[config.mk]
export PLATFORM = sky130hd
export DESIGN_NAME = pmcs_clock_switch
export DESIGN_NICKNAME = d
export VERILOG_FILES = /design/src/rtl/pmcs_pkg.sv /design/src/rtl/pmcs_edge_counter.sv /design/src/rtl/pmcs_clock_switch.sv
export SDC_FILE = /design/constraint.sdc
export NUM_CORES = 1
export LEC_CHECK = 0
export BUFFER_PORTS_ARGS = -buffer_cell sky130_fd_sc_hd__buf_2
export CAP_MARGIN = 20
export CORE_ASPECT_RATIO = 1.4
export CORE_MARGIN = 2
export CORE_UTILIZATION = 58
export CTS_CLUSTER_SIZE = 28
export DETAILED_ROUTE_END_ITERATION = 12
export PLACE_DENSITY = 0.94
export RECOVER_POWER = 50
export SLEW_MARGIN = 10
export SYNTH_ARGS = -nofsm -noshare
export SYNTH_HDL_FRONTEND = slang
export SYNTH_SLANG_ARGS = --single-unit
[constraint.sdc]
create_clock -name CLK_SYS_IN -period 6.4 [get_ports CLK_SYS_IN]
set_clock_uncertainty 0.05 [all_clocks]
set_input_delay 1.92 -clock CLK_SYS_IN [delete_from_list [all_inputs] [get_ports CLK_SYS_IN]]
set_output_delay 1.92 -clock CLK_SYS_IN [all_outputs]
set_load 0.01 [all_outputs]
[src/rtl/pmcs_pkg.sv]
package pmcs_pkg;
  // ==========================================================================
  // Clock-select field codes
  // ==========================================================================
  localparam logic [1:0] CS_PRIMARY = 2'h0;   // Primary clock as configured
  localparam logic [1:0] CS_SECONDARY = 2'h1; // Timer-one oscillator
  localparam int CS_INTERNAL_BIT = 1;         // Bit 1 set selects internal block

  // ==========================================================================
  // Register layout and reset values
  // ==========================================================================
  localparam int IDLE_ENABLE_BIT = 7;                  // Position in control reg
  localparam int FREQ_SEL_LSB = 4;                     // Frequency field low bit
  localparam int CLK_SEL_LSB = 0;                      // Clock-select low bit
  localparam logic [7:0] OSC_CTRL_RESET = 8'h00;       // Reset: Sleep on trigger
  localparam logic [2:0] FREQ_LOW_RC = 3'h0;           // Low-freq RC directly
  localparam logic [2:0] FREQ_8MHZ = 3'h7;             // 8 MHz direct

  // ==========================================================================
  // Timing
  // ==========================================================================
  localparam int SWITCH_COUNT = 8;                     // New-source cycles counted
  localparam int CLK_PERIOD_NS = 20;                   // 50 MHz system clock
  localparam int WAKE_DELAY_US = 10;                   // CPU hold-off after wake
  localparam int WAKE_DELAY_CYC = (WAKE_DELAY_US * 1000) / CLK_PERIOD_NS;

  // ==========================================================================
  // Modes and states
  // ==========================================================================
  typedef enum logic [2:0] {
    MODE_PRIMARY_RUN_MODE = 3'b000,
    MODE_SECONDARY_RUN_MODE = 3'b001,
    MODE_INT_RUN = 3'b010,
    MODE_SLEEP = 3'b011,
    MODE_PRIMARY_IDLE_MODE = 3'b100,
    MODE_SECONDARY_IDLE_MODE = 3'b101,
    MODE_INT_IDLE = 3'b110
  } pmcs_mode_e;

  typedef enum logic [2:0] {
    ST_RUNNING = 3'b000,
    ST_STOPPED = 3'b001,
    ST_COUNTING = 3'b010,
    ST_MANAGED = 3'b011,
    ST_WAKE_HOLD = 3'b100
  } pmcs_state_e;

  // Wake event bundle from the core side
  typedef struct packed {
    logic irq;
    logic reset_req;
    logic watchdog;
  } pmcs_wake_s;

  // Clock ready indications from the oscillators
  typedef struct packed {
    logic primary_ready;
    logic internal_fast_stable;
    logic timer_one_osc_ready;
  } pmcs_ready_s;

  // Source status bits
  typedef struct packed {
    logic primary_running;
    logic internal_stable;
    logic timer_one_running;
  } pmcs_status_s;
endpackage

[src/rtl/pmcs_edge_counter.sv]
`timescale 1ns/10ps
// ============================================================================
// Counts rising edges of a new clock source, sampled on the system clock
// ============================================================================
module pmcs_edge_counter
  import pmcs_pkg::*;
(
  input wire logic clk_in,
  input wire logic rst_in,
  input wire logic start_in,     // Restart the count
  input wire logic src_clk_in,   // New source, already a sampled level
  output logic done_out          // Eight edges seen
);
  // All state of the counter
  typedef struct packed {
    logic [3:0] cnt;
    logic prev;
    logic done;
  } pmcs_cnt_s;

  pmcs_cnt_s cur_ff;
  pmcs_cnt_s nxt_cur;

  // ==========================================================================
  // Next-state logic
  // ==========================================================================
  always_comb begin
    nxt_cur = cur_ff;
    nxt_cur.prev = src_clk_in;
    if (start_in) begin
      // Restart clears both count and done
      nxt_cur.cnt = 4'h0;
      nxt_cur.done = 1'b0;
    end else if (src_clk_in && !cur_ff.prev && !cur_ff.done) begin
      // The first edge after the restart ends a partial period and is counted, so the pause is 7 to 8 periods
      nxt_cur.cnt = cur_ff.cnt + 4'h1;
      if (cur_ff.cnt == 4'(SWITCH_COUNT - 1)) begin
        nxt_cur.done = 1'b1;
      end
    end
  end

  // Register the state
  always_ff @(posedge clk_in or posedge rst_in) begin
    if (rst_in) begin
      cur_ff <= '0;
    end else begin
      cur_ff <= nxt_cur;
    end
  end

  assign done_out = cur_ff.done;
endmodule

[src/rtl/pmcs_clock_switch.sv]
`timescale 1ns/10ps
// What this block does
// - Clock-select writes wait for sleep trigger
// - Select primary, secondary or internal block
// - Stop clocks on cycle after sleep
// - Count eight new-source cycles before resuming
// - Three one-hot source status bits
// - No bit set: low RC or unstable
// - Internal primary may show two bits
// - Each sleep uses current mode bits
// - Different selection at sleep switches clock
// - Watchdog wakes when managed, resets when running
// - Idle wake runs idle clock, then primary
// - Mode bits untouched by wake-up
// - All-zero selects Sleep, primary stops
// - Sleep wake unclocked until primary ready, unless two-speed runs internal
// - Idle gates CPU clock only
// - Idle leaves only on wake events
// - Hold CPU about ten microseconds after wake
// - Idle enable sits at bit 7
// - Frequency select halves per step
module pmcs_clock_switch
  import pmcs_pkg::*;
(
  input wire logic CLK_SYS_IN,
  input wire logic RST_IN,
  input wire logic CTRL_WR_IN,               // Control register write strobe
  input wire logic [7:0] CTRL_WDATA_IN,      // Control register write data
  input wire logic SLEEP_EXEC_IN,            // Sleep instruction executed, pulse
  input wire pmcs_wake_s WAKE_IN,            // Wake events, pulses
  input wire pmcs_ready_s READY_IN,          // Oscillator ready levels
  input wire logic PRIMARY_IS_INTERNAL_IN,   // Primary configured as internal
  input wire logic TWO_SPEED_EN_IN,          // Two-speed or fail-safe enabled
  input wire logic NEW_SRC_CLK_IN,           // Sampled level of the target source
  output logic [7:0] CTRL_RDATA_OUT,         // Control register read value
  output pmcs_status_s STATUS_OUT,           // Source status bits
  output pmcs_mode_e MODE_OUT,               // Current power-managed mode
  output logic [1:0] ACTIVE_SRC_OUT,         // Source clocking the system
  output logic [2:0] FREQ_SEL_OUT,           // Internal frequency select
  output logic LOW_RC_DIRECT_OUT,            // Low RC drives the internal mux
  output logic CPU_CLK_EN_OUT,               // CPU clock gate enable
  output logic PERIPH_CLK_EN_OUT,            // Peripheral clock gate enable
  output logic PRIMARY_OSC_EN_OUT,           // Primary oscillator enable
  output logic CPU_HOLD_OUT,                 // CPU may not execute
  output logic WATCHDOG_RESET_OUT            // Watchdog reset pulse
);
  // ==========================================================================
  // State
  // ==========================================================================
  typedef struct packed {
    pmcs_state_e st;
    logic [7:0] ctrl;          // Control register image
    pmcs_mode_e mode;          // Mode latched at sleep, updated on wake
    logic [1:0] active_src;    // Source now clocking the system
    logic [1:0] target_src;    // Source being switched to
    logic waking;              // Switching back after a wake
    logic [8:0] hold_cnt;      // Wake hold-off counter
    logic cpu_hold;
    logic wdt_reset;
    logic prim_osc_en;
  } pmcs_top_s;

  pmcs_top_s cur_ff;
  pmcs_top_s nxt_cur;
  logic cnt_start;             // Restart the edge counter
  logic cnt_done;              // Eight new-source edges seen
  logic wake_any;              // Any wake event
  logic [1:0] sel_src;         // Decoded selection at the trigger
  logic idle_bit;              // Idle enable at the trigger
  logic sleep_sel;             // Trigger selects full Sleep

  // ==========================================================================
  // Source decode
  // ==========================================================================
  // Bit 1 alone picks the internal block; the low bit is a don't-care then
  function automatic logic [1:0] decode_src(input logic [1:0] cs);
    logic [1:0] r;
    r = CS_PRIMARY;
    if (cs[CS_INTERNAL_BIT]) begin
      r = 2'h2;
    end else if (cs == CS_SECONDARY) begin
      r = CS_SECONDARY;
    end
    return r;
  endfunction

  // Mode from the idle bit and decoded source
  function automatic pmcs_mode_e mode_of(input logic idle, input logic [1:0] src);
    pmcs_mode_e m;
    m = MODE_PRIMARY_RUN_MODE;
    case (src)
      2'h1: begin
        m = idle ? MODE_SECONDARY_IDLE_MODE : MODE_SECONDARY_RUN_MODE;
      end
      2'h2: begin
        m = idle ? MODE_INT_IDLE : MODE_INT_RUN;
      end
      default: begin
        m = idle ? MODE_PRIMARY_IDLE_MODE : MODE_SLEEP;
      end
    endcase
    return m;
  endfunction

  // Values taken at the moment of the trigger
  always_comb begin
    idle_bit = cur_ff.ctrl[IDLE_ENABLE_BIT];
    sel_src = decode_src(cur_ff.ctrl[CLK_SEL_LSB +: 2]);
    sleep_sel = !idle_bit && (sel_src == CS_PRIMARY);
    wake_any = WAKE_IN.irq || WAKE_IN.reset_req || WAKE_IN.watchdog;
  end

  // ==========================================================================
  // Eight-edge counter for glitch-free switching
  // ==========================================================================
  pmcs_edge_counter u_edge_counter (
    .clk_in(CLK_SYS_IN),
    .rst_in(RST_IN),
    .start_in(cnt_start),
    .src_clk_in(NEW_SRC_CLK_IN),
    .done_out(cnt_done)
  );

  // ==========================================================================
  // Next-state logic
  // ==========================================================================
  always_comb begin
    nxt_cur = cur_ff;
    nxt_cur.wdt_reset = 1'b0;
    cnt_start = 1'b0;
    // Software writes only land in the image; the source stays put
    if (CTRL_WR_IN) begin
      nxt_cur.ctrl = CTRL_WDATA_IN;
    end
    case (cur_ff.st)
      ST_RUNNING: begin
        if (SLEEP_EXEC_IN) begin
          // Latch mode now; a later write cannot alter this entry
          nxt_cur.mode = mode_of(idle_bit, sel_src);
          nxt_cur.target_src = sel_src;
          nxt_cur.waking = 1'b0;
          nxt_cur.cpu_hold = 1'b1;
          if (sleep_sel) begin
            nxt_cur.prim_osc_en = 1'b0;
            nxt_cur.st = ST_MANAGED;
          end else begin
            // Clocks stop on the next cycle, switch or not
            nxt_cur.st = ST_STOPPED;
          end
          cnt_start = 1'b1;
        end else if (WAKE_IN.watchdog) begin
          nxt_cur.wdt_reset = 1'b1;
        end else if (cur_ff.active_src != CS_PRIMARY && READY_IN.primary_ready
                     && cur_ff.waking) begin
          // Primary became ready after a wake: move back to it
          nxt_cur.target_src = CS_PRIMARY;
          nxt_cur.st = ST_STOPPED;
          cnt_start = 1'b1;
        end
      end
      ST_STOPPED: begin
        // Same source needs no pause
        if (cur_ff.target_src == cur_ff.active_src) begin
          nxt_cur.st = ST_COUNTING;
        end else if (cnt_done) begin
          nxt_cur.st = ST_COUNTING;
        end
      end
      ST_COUNTING: begin
        nxt_cur.active_src = cur_ff.target_src;
        if (cur_ff.waking || cur_ff.mode inside {MODE_PRIMARY_RUN_MODE, MODE_SECONDARY_RUN_MODE,
                                                 MODE_INT_RUN}) begin
          nxt_cur.cpu_hold = 1'b0;
          nxt_cur.waking = 1'b0;
          nxt_cur.st = ST_RUNNING;
        end else begin
          nxt_cur.st = ST_MANAGED;
        end
        if (cur_ff.waking) begin
          nxt_cur.mode = MODE_PRIMARY_RUN_MODE;
        end
      end
      ST_MANAGED: begin
        // Only interrupt, watchdog or reset leave a managed idle
        if (wake_any) begin
          nxt_cur.hold_cnt = 9'(WAKE_DELAY_CYC);
          nxt_cur.prim_osc_en = 1'b1;
          nxt_cur.st = ST_WAKE_HOLD;
        end
      end
      default: begin
        // Wake hold-off; the control image is left alone
        if (cur_ff.hold_cnt != 9'h000) begin
          nxt_cur.hold_cnt = cur_ff.hold_cnt - 9'h001;
        end else if (cur_ff.mode == MODE_SLEEP) begin
          // Sleep waits for primary unless two-speed runs internal
          if (READY_IN.primary_ready) begin
            nxt_cur.active_src = CS_PRIMARY;
            nxt_cur.mode = MODE_PRIMARY_RUN_MODE;
            nxt_cur.cpu_hold = 1'b0;
            nxt_cur.st = ST_RUNNING;
          end else if (TWO_SPEED_EN_IN) begin
            nxt_cur.active_src = 2'h2;
            nxt_cur.mode = MODE_INT_RUN;
            nxt_cur.waking = 1'b1;
            nxt_cur.cpu_hold = 1'b0;
            nxt_cur.st = ST_RUNNING;
          end
        end else begin
          // Idle wake: same source in the matching run mode
          case (cur_ff.mode)
            MODE_SECONDARY_IDLE_MODE: nxt_cur.mode = MODE_SECONDARY_RUN_MODE;
            MODE_INT_IDLE: nxt_cur.mode = MODE_INT_RUN;
            default: nxt_cur.mode = MODE_PRIMARY_RUN_MODE;
          endcase
          nxt_cur.waking = (cur_ff.active_src != CS_PRIMARY);
          nxt_cur.cpu_hold = 1'b0;
          nxt_cur.st = ST_RUNNING;
        end
      end
    endcase
  end

  // Register the state
  always_ff @(posedge CLK_SYS_IN or posedge RST_IN) begin
    if (RST_IN) begin
      cur_ff.st <= ST_RUNNING;
      cur_ff.ctrl <= OSC_CTRL_RESET;
      cur_ff.mode <= MODE_PRIMARY_RUN_MODE;
      cur_ff.active_src <= CS_PRIMARY;
      cur_ff.target_src <= CS_PRIMARY;
      cur_ff.waking <= 1'b0;
      cur_ff.hold_cnt <= 9'h000;
      cur_ff.cpu_hold <= 1'b0;
      cur_ff.wdt_reset <= 1'b0;
      cur_ff.prim_osc_en <= 1'b1;
    end else begin
      cur_ff <= nxt_cur;
    end
  end

  // ==========================================================================
  // Outputs
  // ==========================================================================
  always_comb begin
    logic clocked;
    logic is_idle;
    clocked = (cur_ff.st != ST_STOPPED) && (cur_ff.st != ST_COUNTING);
    is_idle = cur_ff.mode inside {MODE_PRIMARY_IDLE_MODE, MODE_SECONDARY_IDLE_MODE, MODE_INT_IDLE};
    // Idle gates only the CPU; Sleep gates everything
    PERIPH_CLK_EN_OUT = clocked && !(cur_ff.st == ST_MANAGED && cur_ff.mode == MODE_SLEEP)
                        && !(cur_ff.st == ST_WAKE_HOLD && cur_ff.mode == MODE_SLEEP);
    CPU_CLK_EN_OUT = clocked && (cur_ff.st == ST_RUNNING);
    if (cur_ff.st == ST_MANAGED && is_idle) begin
      CPU_CLK_EN_OUT = 1'b0;
    end
    // Status: one bit per source; internal primary may show two
    STATUS_OUT.primary_running = clocked && cur_ff.prim_osc_en
                                 && cur_ff.active_src == CS_PRIMARY
                                 && cur_ff.mode != MODE_SLEEP
                                 && READY_IN.primary_ready;
    STATUS_OUT.internal_stable = clocked && READY_IN.internal_fast_stable
      && cur_ff.ctrl[FREQ_SEL_LSB +: 3] != FREQ_LOW_RC
      && (cur_ff.active_src == 2'h2
          || (PRIMARY_IS_INTERNAL_IN && STATUS_OUT.primary_running));
    STATUS_OUT.timer_one_running = clocked && cur_ff.active_src == CS_SECONDARY
                                   && READY_IN.timer_one_osc_ready;
    // Neither bit set means low RC or unsettled fast oscillator
    FREQ_SEL_OUT = cur_ff.ctrl[FREQ_SEL_LSB +: 3];
    LOW_RC_DIRECT_OUT = (FREQ_SEL_OUT == FREQ_LOW_RC);
  end

  assign CTRL_RDATA_OUT = {cur_ff.ctrl[7:4], STATUS_OUT.primary_running,
                           STATUS_OUT.internal_stable, cur_ff.ctrl[1:0]};
  assign MODE_OUT = cur_ff.mode;
  assign ACTIVE_SRC_OUT = cur_ff.active_src;
  assign PRIMARY_OSC_EN_OUT = cur_ff.prim_osc_en;
  assign CPU_HOLD_OUT = cur_ff.cpu_hold;
  assign WATCHDOG_RESET_OUT = cur_ff.wdt_reset;
endmodule

==> flow_summary.json, run 1 <==
{
  "insertion_delay_ns": 0.29,
  "holdWs_ns": 0.441,
  "via_per_inst": 6.10,
  "syn_nets": 235,
  "die_w_um": 55.0,
  "fmax_mhz": 196,
  "slew_headroom_pct": -22.8,
  "worst_pin_slew_ns": 1.84,
  "yosysSeqAreaShare_pct": 41.5,
  "ctsLongestPathBuffers": 2,
  "crit_type": "in2out",
  "worstPathMaxFanout": 6,
  "core_area_um2": 3440,
  "synth.most_common_cell": "dfrtp_1",
  "ys.flop_type": "dfrtp_1",
  "drive_gt1_share_pct": 27.9,
  "use_met3_pct": 5.88,
  "syn_avg_cell_area_um2": 9.97,
  "muxShareOfSynthArea_pct": 6.81,
  "drc": 0,
  "grt_start_max_net_pins": 36,
  "design_area_um2": 2340,
  "dr.pass1.iters": 4,
  "post_cts_resized": 0,
  "crit_buf_inv": 2,
  "synth_xor_area_share_pct": 3.73,
  "hp-class": "reg2reg",
  "yosysWarnings": 0,
  "cp_slowest_stage_delay_ns": 0.48,
  "antenna_found_initial": 0,
  "rsz0062_at_grt": "no",
  "io_buffers": 43,
  "p_leak_uw": 0.00102,
  "yosys_register_bits": 35,
  "crit_slowest_cell": "a2111oi_0",
  "regArea_um2": 877,
  "overflow": 0,
  "synth-simple-area-share_pct": 20.5,
  "async_flop_share_pct": 100,
  "drv_slew": 36,
  "yosys-top-cells-count": "34 x dfrtp_1, 20 x nor2_1, 18 x buf_4",
  "multi_input_comb_area_um2": 1020,
  "yosysTopAreaCell": "dfrtp_1",
  "ctsHoldBuffers": 0,
  "netlist_instances": 212,
  "finalNetCount": 262,
  "synth_top_area_share_pct": 40.3,
  "die_h_um": 75.4,
  "cts_tree": "yes",
  "drt_iter0_markers": 63,
  "synth-compound-area-share_pct": 15.9,
  "dieArea_um2": 4150,
  "cts_buffers": 5,
  "ant_nets": 0,
  "placed_cell_area_um2": 2210,
  "syn_to_final_growth_pct": 10.7,
  "yosys-top-cells-area": "dfrtp_1 40%, buf_4 6.4%, nor2_1 3.6%, mux2_2 3.2%, xnor2_1 2.9%",
  "grt_pass1_vias": 1724,
  "tns_ns": 0,
  "path_clk_slew_ns": 0.07,
  "violations": "max-capacitance violations, max-slew violations",
  "synth_edf_count": 0,
  "utilization_pct": 68.0,
  "setup_viol": 0,
  "floorplan.rows": 25,
  "vdd_drop_max_mv": 0.341,
  "synth_cell_type_count": 64,
  "antenna_cells": 0,
  "hold_viol": 0,
  "via_count": 1709,
  "grt-busiest-layer": "met2",
  "synth_top_family_by_area": "simple AND/OR/NAND/NOR gates",
  "clock-root-buffer": "clkbuf_8",
  "crit_required_ns": 4.43,
  "status": "complete, but fails checks",
  "synth_fa_ha_area_share_pct": 1.18,
  "nFillCells": 251,
  "drv_cap": 1,
  "wl_um": 4700,
  "crit_family": "compound AO/OA/AOI/OAI gates",
  "fin_crit_ns": 5.09,
  "start_util_pct": 61.4,
  "syn-cell-area_um2": 2110,
  "post_cts.repair.setup_buffers": 0,
  "cp-end-kind": "output port",
  "met1_usage_pct": 31.7,
  "grt_use_met2_pct": 45.9,
  "io_pins": 46,
  "crit_path_cell_trace": "clkbuf_1 > and2_1 > nand4b_1 > a2111oi_0 > buf_2",
  "place.gp.congestion": 0.889,
  "cts_sinks": 35,
  "power_density_nw_per_um2": 406,
  "wire_per_inst_um": 16.8,
  "hpwlAfterDp_um": 3350,
  "post-route-period-util_pct": 79.5,
  "grt_pass1_wl_um": 7830,
  "start_kind": "input pin",
  "arrival_ns": 3.12,
  "grt_usage_pct": 26.4,
  "cts_max_level": 2
}
placed cells by master (no fill, tap or decap), types with 2 or more instances in the layout:
cell type | synthesis | layout
a21o_1 | 2 | 2
a2bb2oi_1 | 4 | 4
a41oi_1 | 2 | 2
and2_1 | 2 | 2
and3b_1 | 2 | 2
buf_2 | 2 | 39
bufinv_16 | 0 | 2
clkbuf_1 | 1 | 5
clkbuf_8 | 0 | 5
dfrtp_1 | 34 | 34
ha_1 | 2 | 2
inv_1 | 12 | 12
mux2_2 | 6 | 6
mux2i_1 | 5 | 5
nand2_1 | 11 | 11
nand2b_1 | 2 | 2
nand3_1 | 6 | 6
nor2_1 | 20 | 20
nor3_1 | 6 | 6
nor3_2 | 2 | 2
nor4_1 | 2 | 2
nor4b_1 | 2 | 2
o211ai_1 | 3 | 3
o21a_1 | 2 | 2
o21ai_0 | 11 | 11
o31ai_1 | 3 | 3
o32ai_1 | 2 | 2
o41ai_1 | 2 | 2
or3_1 | 2 | 2
xnor2_1 | 7 | 7
xor2_1 | 2 | 2
power by group:
part           leakage [µW]  total (µW)  switching [µW]  internal (µW)
registers          0.000415         404             106            298
logic              0.000538         306             156            150
clock network     0.0000644         238            82.8            155
total               0.00102         949             345            604
stage by stage:
step | total power (µW) | setup WS (ns) | std cells
after global placement | 690 | 1.50 | 272
after detailed placement | 709 | 1.47 | 272
after global routing | 1010 | 1.10 | 280
after floorplan | 648 | 1.27 | 212
after CTS | 951 | 1.46 | 280
final | 949 | 1.31 | 280
metal layers:
metal	vias to the layer above	routed length [µm]	share of wire (%)
met3	8	226	4.8
met1	837	1840	39
met5	-	0	0
li1	801	-	-
met2	63	2560	54
met4	0	81	1.7
registers in the layout, summed over array words and instances, names as in the netlist:
register and flops:
cur_ff 15, CTRL_RDATA_OUT 6, u_edge_counter.cur_ff 5, MODE_OUT 3, ACTIVE_SRC_OUT 2, CPU_HOLD_OUT 1, PRIMARY_OSC_EN_OUT 1, WATCHDOG_RESET_OUT 1
u_edge_counter.done_out 1
cells by family after synthesis:
group,count (synthesis)
compound gates,44
buf+inv,36
mux,13
flops,35
fa+ha+maj,2
simple gates,73
xor+xnor,9
final cells by class:
cell class | instances | area share (%)
Multi-Input combinational cell | 141 | 43.4
Inverter | 12 | 1.93
Tap cell | 40 | 2.14
Timing Repair Buffer | 44 | 9.15
Clock inverter | 3 | 2.89
Clock buffer | 5 | 2.94
Sequential cell | 35 | 37.5
worst paths after layout:
kind	to	slack (ns)	cells past startpoint	startpoint
worst max-delay path	CTRL_RDATA_OUT[2]	1.31	5	READY_IN[2]
worst min-delay path	cur_ff[3]	0.44	1	cur_ff[3]
worst max register to register	cur_ff[10]	3.93	3	cur_ff[30]
worst min register to register	cur_ff[3]	0.44	1	cur_ff[3]
max in group asynchronous	CTRL_RDATA_OUT[0]	3.02	3	RST_IN
min in group asynchronous	cur_ff[13]	2.23	3	RST_IN
Note: power is estimated with default switching activity, not from simulation.
==> inputs of run 2 (changes only) <==
- CORE_UTILIZATION: 58 -> 54
- PLACE_DENSITY: 0.94 -> 0.89
- clock period: 6.4 -> 4.7 ns (I/O delays scaled with it)
==> run 2 against run 1 <==
The flow now finishes without violations. Worst setup slack got worse by 0.67 ns. Utilization decreased by 5.5 points. First-iteration DRC count decreased by 43%. Sequential power increased by 33%. Register-to-register slack got worse by 1.6 ns. Flip-flop and latch count unchanged.
==> flow_summary.json, run 2 (same netlist as run 1, synthesis figures left out) <==
{
  "holdWs_ns": 0.443,
  "grt_pass1_vias": 1735,
  "grt_usage_pct": 23.0,
  "antenna_found_initial": 0,
  "grt_pass1_wl_um": 7920,
  "antenna_cells": 0,
  "r2r_start": "cur_ff[3]",
  "slew_headroom_pct": 34.3,
  "drt_iter0_markers": 36,
  "drc": 0,
  "final_cell_mix": "39 x buf_2, 34 x dfrtp_1, 20 x nor2_1",
  "hp-class": "reg2reg",
  "p_leak_uw": 0.00101,
  "tns_ns": 0,
  "dieArea_um2": 4440,
  "cts_sinks": 35,
  "cts_max_level": 2,
  "largest-register": "cur_ff",
  "wire_per_inst_um": 15.8,
  "place.gp.congestion": 0.920,
  "drv_slew": 0,
  "power_density_nw_per_um2": 517,
  "cts_tree": "yes",
  "clock-root-buffer": "clkbuf_8",
  "nFillCells": 335,
  "overflow": 0,
  "setup_slack_ns": 0.639,
  "die_h_um": 78.0,
  "largest_reg_flops": 15,
  "wl_um": 4480,
  "worst_pin_slew_ns": 0.983,
  "cts_buffers": 5,
  "core_area_um2": 3710,
  "dr.pass1.iters": 4,
  "rsz0062_at_grt": "no",
  "layout_commonest_cell": "buf_2",
  "finalNetCount": 264,
  "crit_type": "in2out",
  "start_kind": "input pin",
  "io_pins": 46,
  "crit_slowest_cell": "a2111oi_0",
  "power_uw": 1200,
  "crit_cells": 5,
  "io_buffers": 43,
  "fmax_mhz": 246,
  "crit_path_cell_trace": "clkbuf_1 > and2_1 > nand4b_1 > a2111oi_0 > buf_2",
  "cp_slowest_stage_delay_ns": 0.48,
  "r2r_slack_ns": 2.33,
  "post_cts.repair.setup_buffers": 0,
  "crit_required_ns": 3.24,
  "ctsHoldBuffers": 0,
  "insertion_delay_ns": 0.29,
  "start_util_pct": 57.0,
  "path_clk_slew_ns": 0.06,
  "status": "complete, no violations",
  "floorplan.rows": 26,
  "grt_start_max_net_pins": 21,
  "via_count": 1702,
  "hpwlAfterDp_um": 3350,
  "dp_worst_setup_slack_ns": 0.752,
  "via_per_inst": 5.99,
  "drive_gt1_share_pct": 27.7,
  "cp-end-kind": "output port",
  "die_w_um": 56.9,
  "vdd_drop_max_mv": 0.358,
  "design_area_um2": 2320,
  "arrival_ns": 2.60,
  "setup_viol": 0,
  "post_cts_resized": 0,
  "startpoint": "READY_IN[2]",
  "post-route-period-util_pct": 86.4,
  "syn_to_final_growth_pct": 9.59,
  "crit_end": "CTRL_RDATA_OUT[2]",
  "fin_crit_ns": 4.06,
  "crit_family": "compound AO/OA/AOI/OAI gates",
  "ant_nets": 0,
  "drv_cap": 0,
  "min-delay-start": "cur_ff[3]",
  "placed_cell_area_um2": 2250,
  "worstPathMaxFanout": 6,
  "crit_buf_inv": 2,
  "r2r_cells": 6,
  "hold_viol": 0,
  "ctsLongestPathBuffers": 2,
  "rr_endpoint": "cur_ff[10]"
}
[run 2: cell types whose count changed in the layout (fill, tap and decap cells not counted)]
| cell | before | now |
|---|---|---|
| bufinv_16 | 2 | 0 |
| clkbuf_1 | 5 | 7 |
| clkbuf_8 | 5 | 7 |
| buf_4 | 0 | 1 |
| clkinvlp_4 | 1 | 0 |
[run 2: report_power, final]
group	switching, µW	leakage [µW]	internal [µW]
logic	218	0.000543	207
clock network	102	0.0000515	134
registers	131	0.000415	407
[run 2: worst reg2reg max path, delay by kind of cell (launching register included)]
family	cells	cell delay, ns
DFF	1	0.37
AOI/OAI and AO/OA	2	0.96
buffers and inverters	1	0.06
muxes	1	0.41
adders and majority gates	1	0.23
and+or+nand+nor	1	0.19
[run 2: layer usage]
metal,routed length [µm],track usage (%),up-vias
li1,-,-,810
met1,1740,27.1,813
met2,2320,38.7,63
met3,259,5.27,16
met4,161,11.6,0
met5,0,0,-
[run 2: final cells by class]
cell class | count | area, µm² | share of cell area (%)
Timing Repair Buffer | 46 | 225 | 9.72
Tap cell | 42 | 52.6 | 2.27
Multi-Input combinational cell | 141 | 1020 | 43.9
Sequential cell | 35 | 877 | 37.9
Clock buffer | 8 | 100 | 4.32
Inverter | 12 | 45.0 | 1.94
[run 2: worst min path at each step]
stage	end	slack [ns]	cells past startpoint
5_1_grt	cur_ff[3]	0.48	1
6_report	cur_ff[3]	0.44	1
3_3_place_gp	cur_ff[3]	0.43	1
3_5_place_dp	cur_ff[3]	0.44	1
2_1_floorplan	cur_ff[3]	0.41	1
4_1_cts	cur_ff[3]	0.45	1
[run 2: stage by stage]
step,instances,utilization (%)
floorplan,212,-
global placement,275,59.9
detailed placement,276,60.6
CTS,284,63.3
global route,284,62.4
finish,284,62.4
